### config.mk
export PLATFORM = sky130hd
export DESIGN_NAME = pst_protector_selftest
export DESIGN_NICKNAME = d
export VERILOG_FILES = /design/src/shared/pst_pkg.sv /design/src/design/pst_protector_selftest.sv /design/src/design/pst_cfg_parity.sv
export SDC_FILE = /design/constraint.sdc
export NUM_CORES = 1
export LEC_CHECK = 0
export BUFFER_PORTS_ARGS = -buffer_cell sky130_fd_sc_hd__buf_2
export CAP_MARGIN = 5
export CORE_MARGIN = 2
export CORE_UTILIZATION = 40
export CTS_BUF_LIST = sky130_fd_sc_hd__clkbuf_4 sky130_fd_sc_hd__clkbuf_8
export CTS_CLUSTER_SIZE = 24
export DETAILED_ROUTE_END_ITERATION = 8
export GPL_TIMING_DRIVEN = 0
export PLACE_DENSITY_LB_ADDON = 0.2
export SLEW_MARGIN = 20
export SYNTH_ARGS = -nofsm -noshare
export SYNTH_HDL_FRONTEND = slang
export SYNTH_SLANG_ARGS = --single-unit
### constraint.sdc
create_clock -name i_clk -period 10 [get_ports i_clk]
set_input_delay 2 -clock i_clk [delete_from_list [all_inputs] [get_ports i_clk]]
set_output_delay 2 -clock i_clk [all_outputs]
set_load 0.01 [all_outputs]
### src/shared/pst_pkg.sv
// Constants, register map and carrier types of the protector self-test block
// Functional notes
// - Latch protector settings on enable, recheck periodically
// - Set per-protector settings parity error flag
// - Parity covers thresholds, mode, active cell count
// - Route threshold converter values to secondary converter
// - Voltage threshold readback equals 0.8 times setting
// - Voltage mode 10 plus go starts self-test
// - Voltage comparators checked above and below threshold
// - Each cell opened, flag and fault checked, cleared
// - Voltage path mismatch sets voltage path error
// - Over flags forced one by one and checked
// - Voltage comparators off after test; engine stays idle until next go
// - New go abandons test, follows current mode
// - Pre-existing fault before path step aborts test
// - Keep option leaves flags and fault asserted
// - Temperature mode 10 plus go starts self-test
// - Temperature comparators checked above and below threshold
// - Each temperature input pulled up and checked
// - Temperature comparators off after test; engine stays idle until next go
// - Fault output toggles per channel during self-test
package pst_pkg;

  // ************************************************************
  // Sizes
  // ************************************************************
  localparam int NPROT = 2;
  localparam int NCH = 16;
  localparam int NTEMP = 8;
  localparam int TW = 8;
  localparam int VP = 0;
  localparam int TP = 1;
  localparam int CFG_PW = 22;
  localparam int ST_W = 9;

  // ************************************************************
  // Modes and timing
  // ************************************************************
  localparam logic [1:0] MODE_OFF = 2'h0;
  localparam logic [1:0] MODE_RR = 2'h1;
  localparam logic [1:0] MODE_BUILT_IN_SELFTEST = 2'h2;
  localparam logic [1:0] MODE_SINGLE = 2'h3;
  localparam int CLK_NS = 8;
  localparam int SETTLE_NS = 200;
  localparam int SETTLE_CYC = (SETTLE_NS + CLK_NS - 1) / CLK_NS;
  localparam int SCAN_NS = 1000;
  localparam int SCAN_CYC = SCAN_NS / CLK_NS;
  localparam int FORCE_CHK_CYC = 2;
  localparam int DAC_NUM = 4;
  localparam int DAC_DEN = 5;

  // ************************************************************
  // Register offsets and fields
  // ************************************************************
  localparam logic [7:0] OFF_CTRL = 8'h00;
  localparam logic [7:0] OFF_VCFG = 8'h04;
  localparam logic [7:0] OFF_TCFG = 8'h08;
  localparam logic [7:0] OFF_STAT = 8'h0C;
  localparam logic [7:0] OFF_VFLG = 8'h10;
  localparam logic [7:0] OFF_TFLG = 8'h14;
  localparam logic [7:0] OFF_AUX = 8'h18;
  localparam int CTRL_VMODE = 0;
  localparam int CTRL_VGO = 2;
  localparam int CTRL_TMODE = 4;
  localparam int CTRL_TGO = 6;
  localparam int CTRL_VLOCK = 8;
  localparam int CTRL_TLOCK = 12;
  localparam int CTRL_KEEP = 16;
  localparam int CTRL_FEN = 17;
  localparam int CTRL_MUX = 18;
  localparam logic [31:0] CTRL_WMASK = 32'h000F_7F33;
  localparam int CFG_HI = 0;
  localparam int CFG_LO = 8;
  localparam int CFG_NCELL = 16;
  localparam logic [31:0] VCFG_WMASK = 32'h000F_FFFF;
  localparam logic [31:0] TCFG_WMASK = 32'h0000_FFFF;
  localparam logic [31:0] CTRL_RST = 32'h0000_0000;
  localparam logic [31:0] VCFG_RST = 32'h000F_0000;
  localparam logic [31:0] TCFG_RST = 32'h0000_0000;
  localparam int ST_PAR = 0;
  localparam int ST_OCMP = 2;
  localparam int ST_UCMP = 4;
  localparam int ST_PATH = 6;
  localparam int ST_ABORT = 8;
  localparam logic [1:0] MUX_OV = 2'h0;
  localparam logic [1:0] MUX_UV = 2'h1;
  localparam logic [1:0] MUX_OT = 2'h2;
  localparam logic [1:0] MUX_UT = 2'h3;

  // ************************************************************
  // Types
  // ************************************************************
  typedef enum logic [2:0] {
    ENG_IDLE, ENG_RUN, ENG_PRE, ENG_CMP_HI, ENG_CMP_LO, ENG_PATH, ENG_FORCE
  } pst_eng_t;

  typedef struct packed {
    logic psel;
    logic penable;
    logic pwrite;
    logic [7:0] paddr;
    logic [31:0] pwdata;
  } pst_apb_req_t;

  typedef struct packed {
    logic [NPROT-1:0] over_cmp;
    logic [NPROT-1:0] under_cmp;
    logic [NPROT-1:0][NCH-1:0] lo_hit;
    logic [NPROT-1:0][NCH-1:0] hi_hit;
  } pst_ana_in_t;

  typedef struct packed {
    logic [NPROT-1:0] cmp_on;
    logic [NPROT-1:0] stim_hi;
    logic [NPROT-1:0] stim_lo;
    logic [NPROT-1:0][NCH-1:0] path_sel;
    logic [TW-1:0] aux_val;
  } pst_ana_out_t;

endpackage

### src/design/pst_protector_selftest.sv
// Protector self-test engines, fault flags and register bank
module pst_protector_selftest
  import pst_pkg::*;
(
  input wire logic i_clk,
  input wire logic i_srst,
  input wire pst_apb_req_t i_apb,
  input wire pst_ana_in_t i_ana,
  output logic [31:0] o_prdata,
  output logic o_pready,
  output logic o_pslverr,
  output pst_ana_out_t o_ana,
  output logic o_fault_out_n
);

  // ************************************************************
  // State
  // ************************************************************
  typedef struct packed {
    logic [31:0] ctrl;
    logic [NPROT-1:0][31:0] cfg;
    logic [ST_W-1:0] stat;
    logic [NPROT-1:0][NCH-1:0] lo_flg;
    logic [NPROT-1:0][NCH-1:0] hi_flg;
    pst_eng_t [NPROT-1:0] eng;
    logic [NPROT-1:0][1:0] mode;
    logic [NPROT-1:0][3:0] ch;
    logic [NPROT-1:0][7:0] cnt;
    logic [31:0] prdata;
    logic pready;
    logic pslverr;
    pst_ana_out_t ana;
    logic fault_n;
  } pst_state_t;

  pst_state_t r;
  pst_state_t n;

  logic acc;
  logic wr;
  logic setup;
  logic [2:0] rsel;
  logic [NPROT-1:0] go;
  logic [NPROT-1:0] par_err;
  logic [NPROT-1:0] busy;
  logic [NPROT-1:0] en;
  logic [NPROT-1:0][NCH-1:0] lo_set;
  logic [NPROT-1:0][NCH-1:0] lo_clr;
  logic [NPROT-1:0][NCH-1:0] hi_set;
  logic [NPROT-1:0][NCH-1:0] hi_clr;
  logic [NCH-1:0] act;
  logic [NCH-1:0] sel1h;
  logic [ST_W-1:0] st_set;
  logic [ST_W-1:0] st_clr;
  logic [1:0] mode_w;
  logic [3:0] lock;
  logic fault_req;
  logic keep;

  // ************************************************************
  // Functions
  // ************************************************************
  function automatic logic [2:0] reg_sel(input logic [7:0] a);
    logic [2:0] s;
    case (a)
      OFF_CTRL: s = 3'h0;
      OFF_VCFG: s = 3'h1;
      OFF_TCFG: s = 3'h2;
      OFF_STAT: s = 3'h3;
      OFF_VFLG: s = 3'h4;
      OFF_TFLG: s = 3'h5;
      OFF_AUX: s = 3'h6;
      default: s = 3'h7;
    endcase
    return s;
  endfunction

  function automatic logic [NCH-1:0] onehot(input logic [3:0] c);
    logic [NCH-1:0] v;
    v = '0;
    v[c] = 1'b1;
    return v;
  endfunction

  function automatic logic [NCH-1:0] act_mask(input int p, input logic [1:0] m,
                                              input logic [3:0] nc, input logic [3:0] lk);
    logic [NCH-1:0] v;
    v = '0;
    if (m == MODE_SINGLE) begin
      v = onehot(lk);
    end else begin
      for (int i = 0; i < NCH; i++) begin
        if (p == VP) begin
          v[i] = (4'(i) <= nc);
        end else begin
          v[i] = (i < NTEMP);
        end
      end
    end
    return v;
  endfunction

  function automatic logic [TW-1:0] dac08(input logic [TW-1:0] thr);
    logic [11:0] t;
    t = ({4'h0, thr} * 12'(DAC_NUM)) / 12'(DAC_DEN);
    return t[TW-1:0];
  endfunction

  // ************************************************************
  // Settings parity checkers
  // ************************************************************
  generate
    for (genvar gp = 0; gp < NPROT; gp++) begin : g_par
      assign en[gp] = (r.eng[gp] != ENG_IDLE);
      pst_cfg_parity u_par (
        .i_clk(i_clk),
        .i_srst(i_srst),
        .i_en(en[gp]),
        .i_cfg({r.cfg[gp][19:0], r.mode[gp]}),
        .o_err(par_err[gp])
      );
    end
  endgenerate

  // ************************************************************
  // Next state
  // ************************************************************
  always_comb begin
    n = r;
    st_set = '0;
    st_clr = '0;
    lo_set = '0;
    lo_clr = '0;
    hi_set = '0;
    hi_clr = '0;
    go = '0;
    act = '0;
    sel1h = '0;
    mode_w = MODE_OFF;
    lock = '0;
    setup = i_apb.psel & ~i_apb.penable;
    acc = i_apb.psel & i_apb.penable & r.pready;
    wr = acc & i_apb.pwrite;
    rsel = reg_sel(i_apb.paddr);
    keep = r.ctrl[CTRL_KEEP];
    fault_req = (|r.lo_flg) | (|r.hi_flg);
    for (int p = 0; p < NPROT; p++) begin
      busy[p] = (r.eng[p] != ENG_IDLE) & (r.eng[p] != ENG_RUN);
    end

    // Bus slave: answer in the cycle after setup
    n.pready = setup;
    n.pslverr = 1'b0;
    n.prdata = '0;
    if (setup) begin
      n.pslverr = (rsel == 3'h7);
      if (~i_apb.pwrite) begin
        case (rsel)
          3'h0: n.prdata = r.ctrl;
          3'h1: n.prdata = r.cfg[VP];
          3'h2: n.prdata = r.cfg[TP];
          3'h3: n.prdata = {14'h0000, busy, 7'h00, r.stat};
          3'h4: n.prdata = {r.hi_flg[VP], r.lo_flg[VP]};
          3'h5: n.prdata = {r.hi_flg[TP], r.lo_flg[TP]};
          3'h6: n.prdata = {24'h00_0000, r.ana.aux_val};
          default: n.prdata = '0;
        endcase
      end
    end

    if (wr) begin
      case (rsel)
        3'h0: begin
          n.ctrl = i_apb.pwdata & CTRL_WMASK;
          go[VP] = i_apb.pwdata[CTRL_VGO];
          go[TP] = i_apb.pwdata[CTRL_TGO];
        end
        3'h1: n.cfg[VP] = i_apb.pwdata & VCFG_WMASK;
        3'h2: n.cfg[TP] = i_apb.pwdata & TCFG_WMASK;
        3'h3: st_clr = i_apb.pwdata[ST_W-1:0];
        3'h4: begin
          lo_clr[VP] = i_apb.pwdata[15:0];
          hi_clr[VP] = i_apb.pwdata[31:16];
        end
        3'h5: begin
          lo_clr[TP] = i_apb.pwdata[15:0];
          hi_clr[TP] = i_apb.pwdata[31:16];
        end
        default: begin
        end
      endcase
    end

    // Protector engines
    for (int p = 0; p < NPROT; p++) begin
      if (p == VP) begin
        mode_w = i_apb.pwdata[CTRL_VMODE+:2];
        lock = r.ctrl[CTRL_VLOCK+:4];
      end else begin
        mode_w = i_apb.pwdata[CTRL_TMODE+:2];
        lock = {1'b0, r.ctrl[CTRL_TLOCK+:3]};
      end
      act = act_mask(p, r.mode[p], r.cfg[p][CFG_NCELL+:4], lock);
      sel1h = onehot(r.ch[p]);
      st_set[ST_PAR + p] = par_err[p];
      n.ana.stim_hi[p] = 1'b0;
      n.ana.stim_lo[p] = 1'b0;
      n.ana.path_sel[p] = '0;
      case (r.eng[p])
        ENG_IDLE: begin
        end
        ENG_RUN: begin
          lo_set[p] = i_ana.lo_hit[p] & act;
          hi_set[p] = i_ana.hi_hit[p] & act;
        end
        ENG_PRE: begin
          if ((|r.lo_flg[p]) | (|r.hi_flg[p])) begin
            st_set[ST_ABORT] = 1'b1;
            n.eng[p] = ENG_IDLE;
          end else begin
            n.eng[p] = ENG_CMP_HI;
            n.cnt[p] = '0;
          end
        end
        ENG_CMP_HI: begin
          n.ana.stim_hi[p] = 1'b1;
          n.cnt[p] = r.cnt[p] + 8'h01;
          if ((|r.lo_flg[p]) | (|r.hi_flg[p])) begin
            st_set[ST_ABORT] = 1'b1;
            n.eng[p] = ENG_IDLE;
          end else if (r.cnt[p] == 8'(SETTLE_CYC)) begin
            st_set[ST_OCMP + p] = ~i_ana.over_cmp[p];
            st_set[ST_UCMP + p] = i_ana.under_cmp[p];
            n.ana.stim_hi[p] = 1'b0;
            n.eng[p] = ENG_CMP_LO;
            n.cnt[p] = '0;
          end
        end
        ENG_CMP_LO: begin
          n.ana.stim_lo[p] = 1'b1;
          n.cnt[p] = r.cnt[p] + 8'h01;
          if ((|r.lo_flg[p]) | (|r.hi_flg[p])) begin
            st_set[ST_ABORT] = 1'b1;
            n.eng[p] = ENG_IDLE;
          end else if (r.cnt[p] == 8'(SETTLE_CYC)) begin
            st_set[ST_OCMP + p] = i_ana.over_cmp[p];
            st_set[ST_UCMP + p] = ~i_ana.under_cmp[p];
            n.ana.stim_lo[p] = 1'b0;
            n.eng[p] = ENG_PATH;
            n.cnt[p] = '0;
            n.ch[p] = '0;
          end
        end
        ENG_PATH: begin
          if (act[r.ch[p]]) begin
            n.ana.path_sel[p] = sel1h;
            lo_set[p] = i_ana.lo_hit[p] & sel1h & {NCH{r.cnt[p] != 8'(SETTLE_CYC)}};
            n.cnt[p] = r.cnt[p] + 8'h01;
          end
          if (~act[r.ch[p]] | (r.cnt[p] == 8'(SETTLE_CYC))) begin
            if (act[r.ch[p]]) begin
              st_set[ST_PATH + p] = ~r.lo_flg[p][r.ch[p]] | ~fault_req;
              if (~keep) begin
                lo_clr[p] = sel1h;
              end
            end
            n.ana.path_sel[p] = '0;
            n.cnt[p] = '0;
            n.ch[p] = r.ch[p] + 4'h1;
            if (r.ch[p] == 4'hF) begin
              n.eng[p] = ENG_FORCE;
            end
          end
        end
        ENG_FORCE: begin
          if (act[r.ch[p]]) begin
            n.cnt[p] = r.cnt[p] + 8'h01;
            if (r.cnt[p] == 8'h00) begin
              hi_set[p] = sel1h;
            end
          end
          if (~act[r.ch[p]] | (r.cnt[p] == 8'(FORCE_CHK_CYC))) begin
            if (act[r.ch[p]]) begin
              st_set[ST_PATH + p] = ~r.hi_flg[p][r.ch[p]] | ~fault_req;
              if (~keep) begin
                hi_clr[p] = sel1h;
              end
            end
            n.cnt[p] = '0;
            n.ch[p] = r.ch[p] + 4'h1;
            if (r.ch[p] == 4'hF) begin
              n.eng[p] = ENG_IDLE;
            end
          end
        end
        default: n.eng[p] = ENG_IDLE;
      endcase

      // A go command overrides whatever the engine is doing
      if (go[p]) begin
        n.mode[p] = mode_w;
        n.cnt[p] = '0;
        n.ch[p] = '0;
        n.ana.stim_hi[p] = 1'b0;
        n.ana.stim_lo[p] = 1'b0;
        n.ana.path_sel[p] = '0;
        case (mode_w)
          MODE_OFF: n.eng[p] = ENG_IDLE;
          MODE_BUILT_IN_SELFTEST: n.eng[p] = ENG_PRE;
          default: n.eng[p] = ENG_RUN;
        endcase
      end
      n.ana.cmp_on[p] = (n.eng[p] != ENG_IDLE);
    end

    // Sticky flags: a set in the clear cycle wins
    n.stat = (r.stat & ~st_clr) | st_set;
    n.lo_flg = (r.lo_flg & ~lo_clr) | lo_set;
    n.hi_flg = (r.hi_flg & ~hi_clr) | hi_set;
    n.fault_n = ~(r.ctrl[CTRL_FEN] & fault_req);

    // Threshold converter readback
    case (r.ctrl[CTRL_MUX+:2])
      MUX_OV: n.ana.aux_val = dac08(r.cfg[VP][CFG_HI+:TW]);
      MUX_UV: n.ana.aux_val = dac08(r.cfg[VP][CFG_LO+:TW]);
      MUX_OT: n.ana.aux_val = r.cfg[TP][CFG_HI+:TW];
      MUX_UT: n.ana.aux_val = r.cfg[TP][CFG_LO+:TW];
      default: n.ana.aux_val = '0;
    endcase
  end

  // ************************************************************
  // Registers
  // ************************************************************
  always_ff @(posedge i_clk) begin
    if (i_srst) begin
      r <= '0;
      r.ctrl <= CTRL_RST;
      r.cfg[VP] <= VCFG_RST;
      r.cfg[TP] <= TCFG_RST;
      r.fault_n <= 1'b1;
    end else begin
      r <= n;
    end
  end

  assign o_prdata = r.prdata;
  assign o_pready = r.pready;
  assign o_pslverr = r.pslverr;
  assign o_ana = r.ana;
  assign o_fault_out_n = r.fault_n;

endmodule

### src/design/pst_cfg_parity.sv
// Latched protector settings copy with background parity recheck
module pst_cfg_parity
  import pst_pkg::*;
(
  input wire logic i_clk,
  input wire logic i_srst,
  input wire logic i_en,
  input wire logic [CFG_PW-1:0] i_cfg,
  output logic o_err
);

  typedef struct packed {
    logic en_d;
    logic [CFG_PW-1:0] copy;
    logic par;
    logic [7:0] cnt;
    logic err;
  } pst_par_st_t;

  pst_par_st_t r;
  pst_par_st_t n;

  always_comb begin
    n = r;
    n.en_d = i_en;
    n.err = 1'b0;
    if (i_en & ~r.en_d) begin
      n.copy = i_cfg;
      n.par = ^i_cfg;
      n.cnt = '0;
    end else if (i_en) begin
      n.cnt = r.cnt + 8'h01;
      if (r.cnt == 8'(SCAN_CYC - 1)) begin
        n.cnt = '0;
        n.err = (^r.copy) != r.par;
      end
    end
  end

  always_ff @(posedge i_clk) begin
    if (i_srst) begin
      r <= '0;
    end else begin
      r <= n;
    end
  end

  assign o_err = r.err;

endmodule

==> results.sh <==
export IMPL_fp_dieH_um=207.0
export IMPL_post_synth_inst_count=2043
export IMPL_timing_setup_tns_ns=0
export IMPL_route_antenna_remaining_nets=0
export IMPL_critical_path_arrival_ns=6.08
export IMPL_initial_utilization_pct=40.46
export IMPL_worst_hold_path_type="flop to flop"
export IMPL_rsz0062_at_grt="false"
export IMPL_floorplan_io_pins=194
export IMPL_p_total_uw=2554
export IMPL_synth_sequential_area_ratio_pct=36.56
export IMPL_first_global_vias=15690
export IMPL_crit_path_max_fanout=10
export IMPL_post_route_drc_count=0
export IMPL_critPathMaxStageDelay_ns=0.89
export IMPL_syn_area_um2=16480
export IMPL_cts_hold_buffers=0
export IMPL_max_cap_viols=0
export IMPL_tritoncts="built"
export IMPL_utilization_pct=47.15
export IMPL_mostFrequentLayoutCells="301 x sky130_fd_sc_hd__dfxtp_1, 291 x sky130_fd_sc_hd__nand2_1, 176 x sky130_fd_sc_hd__buf_2, 171 x sky130_fd_sc_hd__a21oi_1, 154 x sky130_fd_sc_hd__nor2_1"
export IMPL_clock_tree_buffer_depth=3
export IMPL_core_area_um2=40740
export IMPL_dp_hpwl_um=49300
export IMPL_detailedRoute_firstIterationViolations=1675
export IMPL_worst_skew_pair_late_latency_ns=0.64
export IMPL_timing_critical_path_required_ns=10.50
export IMPL_die_area_um2=42840
export IMPL_drive_gt1_share_pct=17.75
export IMPL_cts_setup_buffers=0
export IMPL_detail_route_wl_per_cell_um=22.67
export IMPL_pre_cts_ws_ns=3.921
export IMPL_cts_inserted_buffers=52
export IMPL_max_freq_mhz=179.2
export IMPL_finalWirelength_um=64610
export IMPL_layout_min_cycle_time_ns=5.580
export IMPL_xor_xnor_fraction_of_synth_area_pct=5.261
export IMPL_crit_top_cell="sky130_fd_sc_hd__clkbuf_1"
export IMPL_port_buffers=170
export IMPL_placementRows=74
export IMPL_hold_violations=0
export IMPL_clkSlewWorstSetupHoldPaths_ns=0.07
export IMPL_result_of_the_run="finished, final reports clean"
export IMPL_groute_usage_overall_pct=29.60
export IMPL_cellPowerDensity_nw_per_um2=132.9
export IMPL_floorplan_die_width_um=207.0
export IMPL_synth_seq_cells=301
export IMPL_global_route_overflow_total=0
export IMPL_ys_warn_count=0
export IMPL_number_of_inserted_filler_cells_in_the_final_layout=4146
export IMPL_p_leak_uw=0.006884
export IMPL_finish_net_count=2422
export IMPL_synth_simple_gate_area_share_pct=22.03
export IMPL_end_kind="flop"
export IMPL_synth_area_mux_share_pct=5.208
export IMPL_cts_sinks=301
export IMPL_post_synth_cell_area_avg_um2=8.068
export IMPL_globalplace_congestion=1.009
export IMPL_vdd_drop_max_uv=88.64
export IMPL_vias_per_cell=5.901
export IMPL_post_synth_edffs=0
export IMPL_worst_setup_path_start_kind="input pin"
export IMPL_total_via_count_after_detailed_routing=16820
export IMPL_grt_first_pass_wirelength_um=95190
export IMPL_cts_root_buffer_cell="sky130_fd_sc_hd__clkbuf_8"
export IMPL_r2r_slack_ns=4.73
export IMPL_synth_adder_area_share_pct=2.581
export IMPL_worst_slew_pin_transition_ns=1.111
export IMPL_dominantRegCellSynth="sky130_fd_sc_hd__dfxtp_1"
export IMPL_final_max_slew_violation_count=0
export IMPL_finalWorstSetupSlack_ns=4.420
export IMPL_layout_worst_path_cycle_share_pct=55.80
export IMPL_critical_path_slowest_cell="sky130_fd_sc_hd__nor3_1"
export IMPL_synthesized_area_fraction_occupied_by_ao_oa_aoi_and_oai_cells_pct=20.34
export IMPL_antenna_found_initial=2
export IMPL_setup_violations_final=0
export IMPL_skew_ns=0.01972
export IMPL_flow_area_growth_from_synthesis_pct=16.54
export IMPL_synth_async_reset_ratio_pct=0
export IMPL_ordered_list_of_cells_on_the_worst_path="buf_2, or4_1, nor3_1, nor3b_1, clkbuf_1, and3_1, clkbuf_1, nor2_1, nand3_1, clkbuf_1, nor2_1"
export IMPL_htree_levels=2
export IMPL_drt_pass1_iter_count=6
export IMPL_synth_lib_cells_used_distinct=78
export IMPL_path_class="input pin to flop"
export IMPL_synth_top_family_by_area="simple AND/OR/NAND/NOR gates"
export IMPL_postcts_resize_cnt=0
export IMPL_layout_cells_most_common="sky130_fd_sc_hd__dfxtp_1"
export IMPL_worst_slew_margin_rel_pct=25.35
export IMPL_grt_start_max_net_pins=13
registers in the layout, indices dropped and copies added, names as in the netlist:
signal / flops
r: 154
o_ana: 46
g_par.u_par.r: 60
o_pready: 1
keep: 1
lock: 3
o_prdata: 32
g_par.u_par.o_err: 2
o_fault_out_n: 1
o_pslverr: 1
layout make-up:
class / count / area, um^2 / area share (%)
plain buffers: 229 / 1175 / 6.116
well taps: 532 / 665.6 / 3.465
clock buffers: 72 / 915.9 / 4.768
multi-input cells: 1482 / 9176 / 47.77
repair buffers: 171 / 858.3 / 4.468
inverters: 38 / 142.6 / 0.7426
flip-flops and latches: 301 / 6026 / 31.37
clock inverters: 23 / 244.0 / 1.270
diodes: 2 / 5.005 / 0.02606
layer usage:
layer  track usage [%]  wire length (um)  up-vias
met1             38.97             26640     7987
met3             5.322              5750      200
met4             13.73              3274        0
met2             47.08             28940      929
met5                 0                 0        -
li1                  -                 -     7703
stage by stage:
stage | instance area, um^2 | std cells | hold slack [ns]
after floorplan | 16510 | 2050 | 0.4130
after global placement | 18020 | 2752 | 0.4255
after detailed placement | 18040 | 2753 | 0.4368
after CTS | 19200 | 2848 | 0.4469
after global routing | 19200 | 2848 | 0.4731
final | 19210 | 2850 | 0.4464
synthesized netlist by cell type (5+ instances only):
cell / number / share of area, %
sky130_fd_sc_hd__dfxtp_1: 301 / 37
sky130_fd_sc_hd__nand2_1: 291 / 6.6
sky130_fd_sc_hd__a21oi_1: 171 / 5.2
sky130_fd_sc_hd__nor2_1: 154 / 3.5
sky130_fd_sc_hd__clkbuf_1: 128 / 2.9
sky130_fd_sc_hd__nand3_1: 87 / 2.6
sky130_fd_sc_hd__buf_4: 78 / 3.6
sky130_fd_sc_hd__xnor2_1: 76 / 4.0
sky130_fd_sc_hd__o21ai_0: 67 / 2.0
sky130_fd_sc_hd__a22oi_1: 59 / 2.7
sky130_fd_sc_hd__o211ai_1: 57 / 2.6
sky130_fd_sc_hd__nand4_1: 54 / 2.0
sky130_fd_sc_hd__a31oi_1: 44 / 1.7
sky130_fd_sc_hd__inv_1: 38 / 0.87
sky130_fd_sc_hd__ha_1: 34 / 2.6
sky130_fd_sc_hd__nand2b_1: 29 / 1.1
sky130_fd_sc_hd__nor4_1: 26 / 0.99
sky130_fd_sc_hd__mux2i_1: 25 / 1.5
sky130_fd_sc_hd__xor2_1: 23 / 1.2
sky130_fd_sc_hd__nor2b_1: 21 / 0.80
sky130_fd_sc_hd__mux4_2: 18 / 2.5
sky130_fd_sc_hd__a32oi_1: 15 / 0.80
sky130_fd_sc_hd__buf_1: 15 / 0.34
sky130_fd_sc_hd__or3_1: 15 / 0.57
sky130_fd_sc_hd__and2_1: 14 / 0.53
sky130_fd_sc_hd__and3_1: 13 / 0.49
sky130_fd_sc_hd__mux2_2: 13 / 0.89
sky130_fd_sc_hd__nor3_1: 13 / 0.39
sky130_fd_sc_hd__a311oi_1: 12 / 0.64
sky130_fd_sc_hd__nand3b_1: 12 / 0.55
sky130_fd_sc_hd__a211oi_1: 11 / 0.50
sky130_fd_sc_hd__o21a_1: 11 / 0.50
sky130_fd_sc_hd__a21o_1: 9 / 0.41
sky130_fd_sc_hd__o22ai_1: 9 / 0.34
sky130_fd_sc_hd__or3b_2: 7 / 0.37
sky130_fd_sc_hd__buf_2: 6 / 0.18
sky130_fd_sc_hd__a222oi_1: 5 / 0.30
sky130_fd_sc_hd__a22o_1: 5 / 0.27
sky130_fd_sc_hd__nor3b_1: 5 / 0.23
worst max-delay path, delay by kind of cell:
kind,cells,cell delay (ns)
simple gates,7,2.83
buf+inv,4,1.25
power by group:
group          switching [uW]  leakage [uW]  internal, uW
clock                     563      0.000592           704
combinational            60.3       0.00387          24.1
sequential              0.932       0.00243          1200
total                     624       0.00688          1930
cell families after synthesis:
logic type,count (synthesis)
AND/OR/NAND/NOR,763
AO/OA/AOI/OAI,518
flip-flops,301
buffers and inverters,267
XOR/XNOR,99
multiplexers,60
adder cells (fa/ha/maj),34
other,1
worst paths after layout:
path	start	end	cells after the start
max	i_apb[32]	o_ana[22]	11
min	r[146]	r[146]	2
max reg2reg	r[271]	o_ana[0]	21
min reg2reg	r[146]	r[146]	2
Power figures use the tool's default switching activity.
